--- src/oag_pkg.sv ---
/*
 * Package for the operand address generator: addressing mode codes,
 * prefix bytes and the state encoding of the generator's sequencer.
 * Assumes one core clock and a byte-wide data memory with 16-bit address.
 */
package oag_pkg;

	// Prefix bytes seen before the opcode
	localparam logic [7:0] OAG_INDIRECT_PREFIX_BYTE = 8'h92;
	localparam logic [7:0] OAG_ALT_INDEX_PREFIX_BYTE = 8'h90;
	localparam logic [7:0] OAG_BOTH_PREFIX_BYTE = 8'h91;

	// Address space limits
	localparam int OAG_ADDR_W = 16;
	localparam logic [15:0] OAG_PAGE_ZERO_TOP = 16'h00ff;

	// Addressing modes decoded upstream
	typedef enum logic [2:0] {
		OAG_MODE_IDX_LONG = 3'h0,
		OAG_MODE_REL_DIR = 3'h1,
		OAG_MODE_REL_IND = 3'h2,
		OAG_MODE_IND_SHORT = 3'h3,
		OAG_MODE_IND_LONG = 3'h4,
		OAG_MODE_IDX_IND_SHORT = 3'h5,
		OAG_MODE_IDX_IND_LONG = 3'h6
	} oag_mode_e;

	// Sequencer states, one-hot
	typedef enum logic [4:0] {
		OAG_ST_IDLE = 5'b00001,
		OAG_ST_RD_HI = 5'b00010,
		OAG_ST_WAIT_HI = 5'b00100,
		OAG_ST_RD_LO = 5'b01000,
		OAG_ST_WAIT_LO = 5'b10000
	} oag_state_e;

endpackage : oag_pkg

--- src/oag_operand_address_generator.sv ---
/*
 * Operand address generator: forms effective addresses for data access
 * and branch targets for relative jumps, reading page-zero pointers and
 * displacements from data memory when the mode needs them.
 * Assumes the decoder holds its request inputs stable while START pulses,
 * and that memory answers a read with RD_VALID one or more cycles later.
 */
// Operation
// - Indexed long offset adds the two-byte offset to the index register.
// - Sums beyond 0FFFFh keep only their low 16 bits and wrap through zero.
// - Relative direct adds the signed operand byte to the next address.
// - Relative modes are honoured only on jump instructions.
// - Relative indirect reads a page-zero displacement and adds it signed.
// - The relative indirect displacement is read from page zero.
// - Indirect short uses the page-zero pointer byte as the address.
// - Indirect long reads a 16-bit address from a page-zero pointer pair.
// - Indexed indirect short adds the pointer byte to the index register.
// - Indexed indirect long adds the pointer word to the index register.
// - The alternate index register is used when its prefix is present.
// - The first byte of any two-byte quantity is the most significant.
`timescale 1ns/1ps

module oag_operand_address_generator
	import oag_pkg::*;
(
	input wire logic CLK,
	input wire logic RST,
	input wire logic START,
	input wire logic [2:0] MODE,
	input wire logic [7:0] PREFIX,
	input wire logic IS_JUMP,
	input wire logic [7:0] OPERAND_HI,
	input wire logic [7:0] OPERAND_LO,
	input wire logic [15:0] NEXT_PC,
	input wire logic [7:0] INDEX_PRIMARY,
	input wire logic [7:0] INDEX_ALTERNATE,
	input wire logic [7:0] RD_DATA,
	input wire logic RD_VALID,
	output logic RD_REQ,
	output logic [15:0] RD_ADDR,
	output logic EA_VALID,
	output logic [15:0] EA,
	output logic TARGET_VALID,
	output logic [15:0] TARGET,
	output logic MODE_ERROR,
	output logic BUSY
);

	typedef struct packed {
		oag_state_e st;
		oag_mode_e mode;
		logic [15:0] base;
		logic [7:0] index;
		logic [7:0] ptr;
		logic [7:0] hi;
		logic rd_req;
		logic [15:0] rd_addr;
		logic ea_valid;
		logic [15:0] ea;
		logic tgt_valid;
		logic [15:0] tgt;
		logic mode_error;
		logic busy;
	} oag_state_s;

	oag_state_s r;
	oag_state_s next_r;
	logic [7:0] idx_sel;
	logic [15:0] sext_disp;

	// Alternate index is chosen by its own prefix or the combined one
	assign idx_sel = (PREFIX == OAG_ALT_INDEX_PREFIX_BYTE ||
		PREFIX == OAG_BOTH_PREFIX_BYTE) ? INDEX_ALTERNATE
		: INDEX_PRIMARY;

	// Sign extension of a displacement byte coming back from memory
	assign sext_disp = {{8{RD_DATA[7]}}, RD_DATA};

	// Sequencer; address sums are 16 bits wide and the pointer step 8 bits, so carries out simply drop
	always_comb begin
		next_r = r;
		next_r.rd_req = 1'b0;
		next_r.ea_valid = 1'b0;
		next_r.tgt_valid = 1'b0;
		next_r.mode_error = 1'b0;
		case (r.st)
			OAG_ST_IDLE: begin
				if (START) begin
					next_r.mode = oag_mode_e'(MODE);
					next_r.index = idx_sel;
					next_r.base = NEXT_PC;
					next_r.ptr = OPERAND_LO;
					case (oag_mode_e'(MODE))
						OAG_MODE_IDX_LONG: begin
							// MSB first, index zero-extended, wraps at 16 bits
							next_r.ea = {OPERAND_HI, OPERAND_LO}
								+ {8'h00, idx_sel};
							next_r.ea_valid = 1'b1;
						end
						OAG_MODE_REL_DIR: begin
							if (IS_JUMP) begin
								next_r.tgt = NEXT_PC
									+ {{8{OPERAND_LO[7]}}, OPERAND_LO};
								next_r.tgt_valid = 1'b1;
							end else begin
								next_r.mode_error = 1'b1;
							end
						end
						OAG_MODE_REL_IND: begin
							if (IS_JUMP) begin
								// Displacement byte lives in page zero
								next_r.rd_addr = {8'h00, OPERAND_LO};
								next_r.rd_req = 1'b1;
								next_r.st = OAG_ST_WAIT_LO;
							end else begin
								next_r.mode_error = 1'b1;
							end
						end
						OAG_MODE_IND_SHORT, OAG_MODE_IDX_IND_SHORT: begin
							next_r.rd_addr = {8'h00, OPERAND_LO};
							next_r.rd_req = 1'b1;
							next_r.st = OAG_ST_WAIT_LO;
						end
						OAG_MODE_IND_LONG, OAG_MODE_IDX_IND_LONG: begin
							// Pointer pair sits in page zero, high byte first
							next_r.rd_addr = {8'h00, OPERAND_LO};
							next_r.rd_req = 1'b1;
							next_r.st = OAG_ST_WAIT_HI;
						end
						default: begin
							next_r.mode_error = 1'b1;
						end
					endcase
				end
			end
			OAG_ST_WAIT_HI: begin
				if (RD_VALID) begin
					next_r.hi = RD_DATA;
					next_r.st = OAG_ST_RD_LO;
				end
			end
			OAG_ST_RD_LO: begin
				// Second pointer byte; a pointer at 0FFh wraps to 00h
				next_r.rd_addr = {8'h00, r.ptr + 8'h01};
				next_r.rd_req = 1'b1;
				next_r.st = OAG_ST_WAIT_LO;
			end
			OAG_ST_WAIT_LO: begin
				if (RD_VALID) begin
					next_r.st = OAG_ST_IDLE;
					case (r.mode)
						OAG_MODE_REL_IND: begin
							next_r.tgt = r.base + sext_disp;
							next_r.tgt_valid = 1'b1;
						end
						OAG_MODE_IND_SHORT: begin
							next_r.ea = {8'h00, RD_DATA};
							next_r.ea_valid = 1'b1;
						end
						OAG_MODE_IDX_IND_SHORT: begin
							// Reaches at most 1FEh
							next_r.ea = {8'h00, RD_DATA}
								+ {8'h00, r.index};
							next_r.ea_valid = 1'b1;
						end
						OAG_MODE_IND_LONG: begin
							next_r.ea = {r.hi, RD_DATA};
							next_r.ea_valid = 1'b1;
						end
						OAG_MODE_IDX_IND_LONG: begin
							next_r.ea = {r.hi, RD_DATA}
								+ {8'h00, r.index};
							next_r.ea_valid = 1'b1;
						end
						default: begin
							next_r.mode_error = 1'b1;
						end
					endcase
				end
			end
			default: begin
				next_r.st = OAG_ST_IDLE;
			end
		endcase
		// Busy is registered so the output needs no decode after the flops
		next_r.busy = (next_r.st != OAG_ST_IDLE);
	end

	// State register; reset loads constants only
	always_ff @(posedge CLK or posedge RST) begin
		if (RST) begin
			r <= '{st: OAG_ST_IDLE, mode: OAG_MODE_IDX_LONG, default: '0};
		end else begin
			r <= next_r;
		end
	end

	// Outputs straight from the state flip-flops
	assign RD_REQ = r.rd_req;
	assign RD_ADDR = r.rd_addr;
	assign EA_VALID = r.ea_valid;
	assign EA = r.ea;
	assign TARGET_VALID = r.tgt_valid;
	assign TARGET = r.tgt;
	assign MODE_ERROR = r.mode_error;
	assign BUSY = r.busy;

	// Checks
	property p_idx_long;
		@(posedge CLK) disable iff (RST)
		(START && !BUSY && MODE == 3'h0) |=> EA_VALID &&
			EA == 16'({$past(OPERAND_HI), $past(OPERAND_LO)}
			+ {8'h00, $past(idx_sel)});
	endproperty
	a_idx_long: assert property (p_idx_long)
		else $error("idx long ea");

	property p_wrap;
		@(posedge CLK) disable iff (RST)
		(START && !BUSY && MODE == 3'h0 && OPERAND_HI == 8'hff
			&& OPERAND_LO == 8'hc2 && idx_sel == 8'h83) |=> EA == 16'h0045;
	endproperty
	a_wrap: assert property (p_wrap)
		else $error("no wrap");

	property p_rel_dir;
		@(posedge CLK) disable iff (RST)
		(START && !BUSY && MODE == 3'h1 && IS_JUMP) |=> TARGET_VALID &&
			TARGET == 16'($past(NEXT_PC)
			+ {{8{$past(OPERAND_LO[7])}}, $past(OPERAND_LO)});
	endproperty
	a_rel_dir: assert property (p_rel_dir)
		else $error("rel target");

	property p_rel_nojump;
		@(posedge CLK) disable iff (RST)
		(START && !BUSY && (MODE == 3'h1 || MODE == 3'h2) && !IS_JUMP)
			|=> MODE_ERROR && !RD_REQ && !TARGET_VALID;
	endproperty
	a_rel_nojump: assert property (p_rel_nojump)
		else $error("rel non-jump");

	property p_page_zero;
		@(posedge CLK) disable iff (RST)
		RD_REQ |-> RD_ADDR[15:8] == 8'h00;
	endproperty
	a_page_zero: assert property (p_page_zero)
		else $error("ptr off page 0");

	property p_ind_short;
		@(posedge CLK) disable iff (RST)
		(r.st == OAG_ST_WAIT_LO && r.mode == OAG_MODE_IND_SHORT && RD_VALID)
			|=> EA_VALID && EA == {8'h00, $past(RD_DATA)};
	endproperty
	a_ind_short: assert property (p_ind_short)
		else $error("ind short");

	property p_long_order;
		@(posedge CLK) disable iff (RST)
		(r.st == OAG_ST_RD_LO) |=> RD_REQ &&
			RD_ADDR == {8'h00, 8'($past(r.ptr) + 8'h01)};
	endproperty
	a_long_order: assert property (p_long_order)
		else $error("lo ptr addr");

	property p_idx_ind_short;
		@(posedge CLK) disable iff (RST)
		(r.st == OAG_ST_WAIT_LO && r.mode == OAG_MODE_IDX_IND_SHORT
			&& RD_VALID) |=> EA_VALID && EA <= 16'h01fe
			&& EA == 16'({8'h00, $past(RD_DATA)} + {8'h00, $past(r.index)});
	endproperty
	a_idx_ind_short: assert property (p_idx_ind_short)
		else $error("range");

	property p_idx_ind_long;
		@(posedge CLK) disable iff (RST)
		(r.st == OAG_ST_WAIT_LO && r.mode == OAG_MODE_IDX_IND_LONG && RD_VALID)
			|=> EA == 16'({$past(r.hi), $past(RD_DATA)}
			+ {8'h00, $past(r.index)});
	endproperty
	a_idx_ind_long: assert property (p_idx_ind_long)
		else $error("idx ind long");

	// Judged against the alternate pin itself, not the internal select
	property p_alt_index;
		@(posedge CLK) disable iff (RST)
		(START && !BUSY && MODE == 3'h0
			&& (PREFIX == OAG_ALT_INDEX_PREFIX_BYTE
			|| PREFIX == OAG_BOTH_PREFIX_BYTE))
			|=> EA == 16'({$past(OPERAND_HI), $past(OPERAND_LO)}
			+ {8'h00, $past(INDEX_ALTERNATE)});
	endproperty
	a_alt_index: assert property (p_alt_index)
		else $error("alternate index");

	property p_rel_ind;
		@(posedge CLK) disable iff (RST)
		(r.st == OAG_ST_WAIT_LO && r.mode == OAG_MODE_REL_IND && RD_VALID)
			|=> TARGET_VALID && TARGET == 16'($past(r.base)
			+ {{8{$past(RD_DATA[7])}}, $past(RD_DATA)});
	endproperty
	a_rel_ind: assert property (p_rel_ind)
		else $error("rel ind target");

	property p_msb_first;
		@(posedge CLK) disable iff (RST)
		(r.st == OAG_ST_WAIT_HI && RD_VALID)
			|=> r.st == OAG_ST_RD_LO && r.hi == $past(RD_DATA);
	endproperty
	a_msb_first: assert property (p_msb_first)
		else $error("first byte not high");

	// A result never overlaps a pending read, so the address is final
	property p_ea_done;
		@(posedge CLK) disable iff (RST)
		(EA_VALID || TARGET_VALID) |-> !BUSY && !RD_REQ;
	endproperty
	a_ea_done: assert property (p_ea_done)
		else $error("result while busy");

endmodule : oag_operand_address_generator

--- config.mk ---
export PLATFORM = sky130hd
export DESIGN_NAME = oag_operand_address_generator
export DESIGN_NICKNAME = d
export VERILOG_FILES = /design/src/oag_pkg.sv /design/src/oag_operand_address_generator.sv
export SDC_FILE = /design/constraint.sdc
export NUM_CORES = 1
export LEC_CHECK = 0
export CORE_ASPECT_RATIO = 0.7
export CORE_MARGIN = 10
export CORE_UTILIZATION = 33
export DETAILED_ROUTE_END_ITERATION = 8
export DONT_BUFFER_PORTS = 1
export GPL_TIMING_DRIVEN = 0
export HOLD_SLACK_MARGIN = 0.15
export SLEW_MARGIN = 10
export SYNTH_ARGS = -nofsm -noshare
export SYNTH_HDL_FRONTEND = slang
export SYNTH_SLANG_ARGS = --single-unit
--- constraint.sdc ---
create_clock -name CLK -period 4.55 [get_ports CLK]
set_input_delay 0.455 -clock CLK [delete_from_list [all_inputs] [get_ports CLK]]
set_output_delay 0.455 -clock CLK [all_outputs]
set_load 0.01 [all_outputs]
==> results.sh, run 1 <==
export IMPL_grtUsageMet3_pct=4.859
export IMPL_nets=972
export IMPL_antenna_cells=0
export IMPL_critPathArrivalTime_ns=3.93
export IMPL_slew_headroom_pct=16.13
export IMPL_p_comb_share_pct=37.1
export IMPL_cts_resized=0
export IMPL_fin_tns_setup_ns=0
export IMPL_grt_pass1_wl_um=35710
export IMPL_status="finished clean"
export IMPL_fin_skew_ns=0.007764
export IMPL_synth_ff_type="dfrtp_1"
export IMPL_drv_slew=0
export IMPL_dpl_worst_slack_ns=0.4554
export IMPL_p_total_w=0.003018
export IMPL_muxShareOfSynthArea_pct=3.216
export IMPL_cp_start_kind="input port"
export IMPL_antenna_found_initial=0
export IMPL_drive_gt1_share_pct=13.48
export IMPL_post_dp_hpwl_um=18560
export IMPL_nFillCells=2250
export IMPL_cts_tree="built"
export IMPL_port_buffer_count=0
export IMPL_ys_ff_latch=93
export IMPL_drcViolationCount=0
export IMPL_drt_vias_per_instance=5.559
export IMPL_track_usage_pct=16.32
export IMPL_gp_congestion=0.9113
export IMPL_grtUsageMet1_pct=24.44
export IMPL_syn_inst=827
export IMPL_p_leak_nw=3.657
export IMPL_seq_power_share_pct=36.7
export IMPL_cts_root_buf="clkbuf_16"
export IMPL_synth_top_family_by_area="simple AND/OR/NAND/NOR gates"
export IMPL_die_area_sq_mm=0.02835
export IMPL_vias=6309
export IMPL_cp_max_fo=8
export IMPL_rsz0062_at_grt="false"
export IMPL_final_cell_mix="156 x nand2_1, 92 x dfrtp_1, 50 x buf_4"
export IMPL_async_flop_share_pct=100.0
export IMPL_busiest_layer="met1"
export IMPL_setup_violations=0
export IMPL_antenna_left=0
export IMPL_mostFrequentLayoutCell="nand2_1"
export IMPL_critical_path_required_ns=4.79
export IMPL_syn_area_sq_mm=0.007237
export IMPL_finalCritPeriodShare_pct=81.12
export IMPL_p_int_w=0.001936
export IMPL_die_h_um=143.9
export IMPL_grt_pass1_vias=5780
export IMPL_setup_slack_ns=0.8589
export IMPL_min_period_ns=3.691
export IMPL_synthAdderAreaFrac_pct=9.405
export IMPL_first_iter_violations=574
export IMPL_hp_class="in -> reg"
export IMPL_clk_pin_slew_ns=0.07
export IMPL_max_freq_mhz=270.9
export IMPL_row_count=45
export IMPL_p_sw_w=0.001082
export IMPL_vdd_drop_max_mv=0.1581
export IMPL_insertion_delay_ns=0.36
export IMPL_cts_hold_buf=1
export IMPL_htreeDepth=3
export IMPL_synthXorXnorAreaFrac_pct=5.688
export IMPL_hold_viol=0
export IMPL_io_pin_count=125
export IMPL_setup_worst_path_class="in -> reg"
export IMPL_synth_simple_area_share_pct=20.63
export IMPL_synth_compound_gate_area_share_pct=20.49
export IMPL_cts_setup_buffers=0
export IMPL_whs_ns=0.2023
export IMPL_synth_edf_count=0
export IMPL_yosysSeqAreaShare_pct=32.17
export IMPL_grt_ovfl_total=0
export IMPL_syn_area_per_cell_sq_um=8.751
export IMPL_die_w_um=197
export IMPL_core_sq_mm=0.02162
export IMPL_yosysWarningCount=0
export IMPL_clk_path_buf_depth=2
export IMPL_tightest_slew_ns=1.248
export IMPL_cts_buffers_inserted=9
export IMPL_p_sw_share_pct=35.84
export IMPL_start_util_pct=33.47
export IMPL_power_density_mw_per_mm2=379.0
export IMPL_yosysUniqueCellTypes=82
export IMPL_routed_wl_um=23670
export IMPL_max_cap_violations=0
export IMPL_use_met2_pct=21.99
export IMPL_end_kind="flip-flop"
export IMPL_grt_max_degree=54
export IMPL_dr_pass1_iters=5
export IMPL_clkPwrFrac_pct=26.2
export IMPL_clock_sinks=93
export IMPL_areaGrowthSynthToFinish_pct=10.03
export IMPL_wl_per_cell_um=20.85
-- registers in the layout, summed over array words and instances (netlist names) --
register,flops
EA_VALID,1
MODE_ERROR,1
TARGET_VALID,1
TARGET,16
RD_ADDR,8
RD_REQ,1
r,48
EA,16
BUSY,1
-- worst paths after layout --
check                               from   endpoint  slack [ns]  cells after the start
hold / removal             OPERAND_LO[0]      r[61]        0.20                      2
hold reg to reg                    r[87]      r[87]        0.49                      2
setup / recovery               PREFIX[5]     EA[12]        0.86                     11
min in group asynchronous            RST      r[88]        0.65                      2
max in group asynchronous            RST      EA[3]        3.21                      3
setup reg to reg                   r[77]  TARGET[8]        1.68                      8
-- stage by stage --
stage,util (%),cell area (sq um),cells
finish,36.83,7963,1135
global route,36.83,7963,1135
CTS,36.83,7963,1135
detailed placement,35.38,7650,1118
global placement,35.24,7620,1117
floorplan,-,7267,835
-- synth_stat cells, drive strengths merged (6+ instances only) --
library cell	number	area, sq um
ha	48	600.6
mux2	18	202.7
o21a	9	67.56
o21ai	39	195.2
a31oi	13	81.33
a21o	18	135.1
or3	8	50.05
xnor2	23	201.4
nand4	7	43.79
inv	16	60.06
buf	62	445.4
nand2	156	585.6
a21oi	41	205.2
nor2	42	157.7
nor3	15	75.07
nand3b	6	45.04
nor2b	6	37.54
clkbuf	18	98.84
dfrtp	92	2302
o211ai	10	75.07
a221o	15	152.6
nor3b	7	52.55
and3	11	73.82
a22oi	9	67.56
nand3	19	95.09
xor2	24	210.2
-- area by class of cell --
| cell class | count | area [sq um] | share of cell area (%) |
|---|---|---|---|
| Timing Repair Buffer | 2 | 37.54 | 0.4714 |
| Clock buffer | 11 | 242.7 | 3.048 |
| Multi-Input combinational cell | 646 | 4334 | 54.43 |
| Clock inverter | 5 | 60.06 | 0.7542 |
| Sequential cell | 93 | 2328 | 29.24 |
| Inverter | 16 | 62.56 | 0.7857 |
| Tap cell | 282 | 352.8 | 4.431 |
| Buffer | 80 | 544.3 | 6.835 |
-- logic make-up after synthesis --
logic type	count (synthesis)
AOI/OAI and AO/OA	208
xor gates and xnor gates	47
adders and majority gates	52
buffers and inverters	96
DFF	93
muxes	21
other	1
and+or+nand+nor	309
-- per-layer routing --
metal	vias up	part of all wire (%)
met5	-	0
met4	0	1.2
met3	21	8.6
met2	236	40
met1	3051	50
li1	3001	-
-- power groups by stage --
stage	logic, W	clock network [W]	registers, W
after floorplan	0.000895	0	0.00108
after global placement	0.00110	0	0.00112
after detailed placement	0.00111	0	0.00112
after CTS	0.00111	0.000806	0.00111
after global routing	0.00124	0.000840	0.00113
final	0.00112	0.000789	0.00111
-- critical path, stage by stage --
cell	delay (ns)
nor4bb_1	0.27
nand2_1	0.33
mux2_2	0.41
ha_1	0.23
fa_1	0.41
a21o_1	0.18
a21oi_1	0.21
o21ai_0	0.19
a31oi_1	0.53
mux2_2	0.40
a211o_1	0.29
Power figures use the tool's default switching activity.
==> run 2, diff against run 1 <==
==> constraint.sdc (replaced) <==
create_clock -name CLK -period 3.36 [get_ports CLK]
set_input_delay 0.336 -clock CLK [delete_from_list [all_inputs] [get_ports CLK]]
set_output_delay 0.336 -clock CLK [all_outputs]
set_load 0.01 [all_outputs]
==> run 2 against run 1 <==
  * First-iteration DRC count grew 24%
  * Sequential power increased by 35%
  * Wire length up 4.0%
  * Clock skew about the same
  * Non-clock buffer count is 40 higher
  * Utilization up 1.8 points
  * Clock power rose by 37%
  * Combinational power is 39% higher
  * Sequential share of layout area is 1.4 points lower
  * Cell count increased by 3.8%
  * Count of clock-buffer cells in the layout did not move
  * Critical path type unchanged
==> results.sh, run 2 (synthesis gave the netlist of run 1 again) <==
export IMPL_first_iter_violations=712
export IMPL_p_sw_share_pct=35.98
export IMPL_hold_viol=0
export IMPL_max_freq_mhz=307.3
export IMPL_clkPwrFrac_pct=26.0
export IMPL_grt_ovfl_total=0
export IMPL_drcViolationCount=0
export IMPL_vdd_drop_max_mv=0.2204
export IMPL_die_area_sq_mm=0.02835
export IMPL_grt_pass1_wl_um=37090
export IMPL_wl_per_cell_um=20.89
export IMPL_critical_path_required_ns=3.60
export IMPL_clk_path_buf_depth=2
export IMPL_grtUsageMet3_pct=4.648
export IMPL_crit_start="PREFIX[5]"
export IMPL_reg2reg_depth=8
export IMPL_start_util_pct=33.47
export IMPL_hp_class="in -> reg"
export IMPL_p_leak_nw=3.826
export IMPL_rsz0062_at_grt="false"
export IMPL_min_period_ns=3.254
export IMPL_dr_pass1_iters=5
export IMPL_grtUsageMet1_pct=25.47
export IMPL_cp_max_fo=6
export IMPL_cts_buffers_inserted=9
export IMPL_track_usage_pct=16.99
export IMPL_antenna_found_initial=3
export IMPL_nets=1012
export IMPL_row_count=45
export IMPL_areaGrowthSynthToFinish_pct=15.51
export IMPL_clk_pin_slew_ns=0.06
export IMPL_cp_start_kind="input port"
export IMPL_reg2reg_slack_ns=0.50
export IMPL_core_sq_mm=0.02162
export IMPL_largest_reg_flops=48
export IMPL_p_comb_share_pct=37.7
export IMPL_mostFrequentLayoutCell="nand2_1"
export IMPL_grt_pass1_vias=5966
export IMPL_io_pin_count=125
export IMPL_cts_tree="built"
export IMPL_multi_input_area_sq_mm=0.004343
export IMPL_place_area_sq_mm=0.007650
export IMPL_die_w_um=197
export IMPL_cts_root_buf="clkbuf_16"
export IMPL_nFillCells=2230
export IMPL_final_area_sq_mm=0.008359
export IMPL_endpoint="EA[12]"
export IMPL_power_density_mw_per_mm2=495.2
export IMPL_end_kind="flip-flop"
export IMPL_slew_headroom_pct=14.86
export IMPL_ff_latch_area_sq_mm=0.002328
export IMPL_regMostFlops="r"
export IMPL_seq_power_share_pct=36.3
export IMPL_busiest_layer="met1"
export IMPL_vias=6476
export IMPL_post_dp_hpwl_um=18560
export IMPL_antenna_left=0
export IMPL_clock_sinks=93
export IMPL_drive_gt1_share_pct=14.00
export IMPL_finalCritPeriodShare_pct=96.83
export IMPL_dp_cells=1118
export IMPL_port_buffer_count=0
export IMPL_r2r_end="TARGET[8]"
export IMPL_grt_max_degree=54
export IMPL_p_sw_w=0.001489
export IMPL_final_cell_mix="155 x nand2_1, 92 x dfrtp_1, 58 x buf_4"
export IMPL_finalNonFillerCells=1178
export IMPL_critPathArrivalTime_ns=3.49
export IMPL_htreeDepth=3
export IMPL_drt_vias_per_instance=5.497
export IMPL_use_met2_pct=23.14
export IMPL_insertion_delay_ns=0.36
export IMPL_die_h_um=143.9
export IMPL_fin_skew_ns=0.007306
export IMPL_setup_worst_path_class="in -> reg"
export IMPL_drv_slew=0
export IMPL_p_int_w=0.002650
export IMPL_routed_wl_um=24610
export IMPL_max_cap_violations=0
export IMPL_r2r_start="r[77]"
export IMPL_gp_congestion=0.9113
export IMPL_status="finished clean"
export IMPL_setup_violations=0
export IMPL_tightest_slew_ns=1.267
## run 2: cell types whose count changed in the layout (fill, tap and decap cells not counted), sizes merged
cell / before / now
diode: 0 / 3
buf: 63 / 71
dlygate4sd3: 1 / 33
## run 2: power groups by stage
stage | logic (W) | registers, W | clock network (W)
finish | 0.00156 | 0.00150 | 0.00108
global route | 0.00173 | 0.00153 | 0.00114
CTS | 0.00155 | 0.00150 | 0.00109
detailed placement | 0.00150 | 0.00152 | 0
global placement | 0.00149 | 0.00152 | 0
floorplan | 0.00121 | 0.00146 | 0
## run 2: worst max-delay path, cell delays in order
cell,delay [ns]
nor4bb_1,0.33
nand2_2,0.21
mux2_2,0.35
ha_1,0.24
fa_1,0.41
a21o_1,0.18
a21oi_1,0.23
o21ai_1,0.16
a31oi_2,0.37
mux2_2,0.38
a211o_1,0.29
## run 2: what timing repair did
| action | 4_1_cts | 5_1_grt |
|---|---|---|
| gates resized for setup | 2 | 1 |
| pin swaps | 1 | 2 |
| buffers inserted | 0 | 8 |
| hold buffers | 33 | 0 |
| endpoints found under the hold margin | 80 | 0 |
| endpoints found under the setup margin | 3 | 1 |
## run 2: cell type report
class | instances | share of cell area (%)
plain buffers | 80 | 6.511
inverters | 16 | 0.7484
clock buffers | 11 | 2.904
flip-flops and latches | 93 | 27.86
multi-input cells | 646 | 51.95
repair buffers | 42 | 4.999
clock inverters | 5 | 0.7185
well taps | 282 | 4.221
diodes | 3 | 0.08981
## run 2: worst min path at each step
stage / from / depth (start not counted) / endpoint / slack [ns]
after global routing: RD_DATA[7] / 2 / EA[7] / 0.17
after global placement: NEXT_PC[11] / 2 / r[88] / 0.45
after floorplan: RD_DATA[6] / 2 / r[59] / 0.44
after detailed placement: RST / 1 / RD_REQ / 0.32
after CTS: RD_DATA[7] / 2 / EA[7] / 0.16
final: OPERAND_HI[6] / 2 / EA[14] / 0.17
## run 2: per-layer routing
layer	routed length [um]	share of wire, %
met4	301	1.2
met3	1968	8.0
met5	0	0
met2	9914	40
met1	12430	50
## run 2: per-stage QoR
step	util [%]	hold WS [ns]	TNS (ns)	total power [W]	worst slack, ns
after floorplan	-	0.4414	0	0.002670	0.01215
after global placement	35.24	0.4457	-69.95	0.003001	-0.7424
after detailed placement	35.38	0.3236	-2.499	0.003017	-0.6156
after CTS	38.35	0.1631	0	0.004140	0.007635
after global routing	38.64	0.1667	0	0.004394	0.04641
final	38.66	0.1749	0	0.004139	0.1064
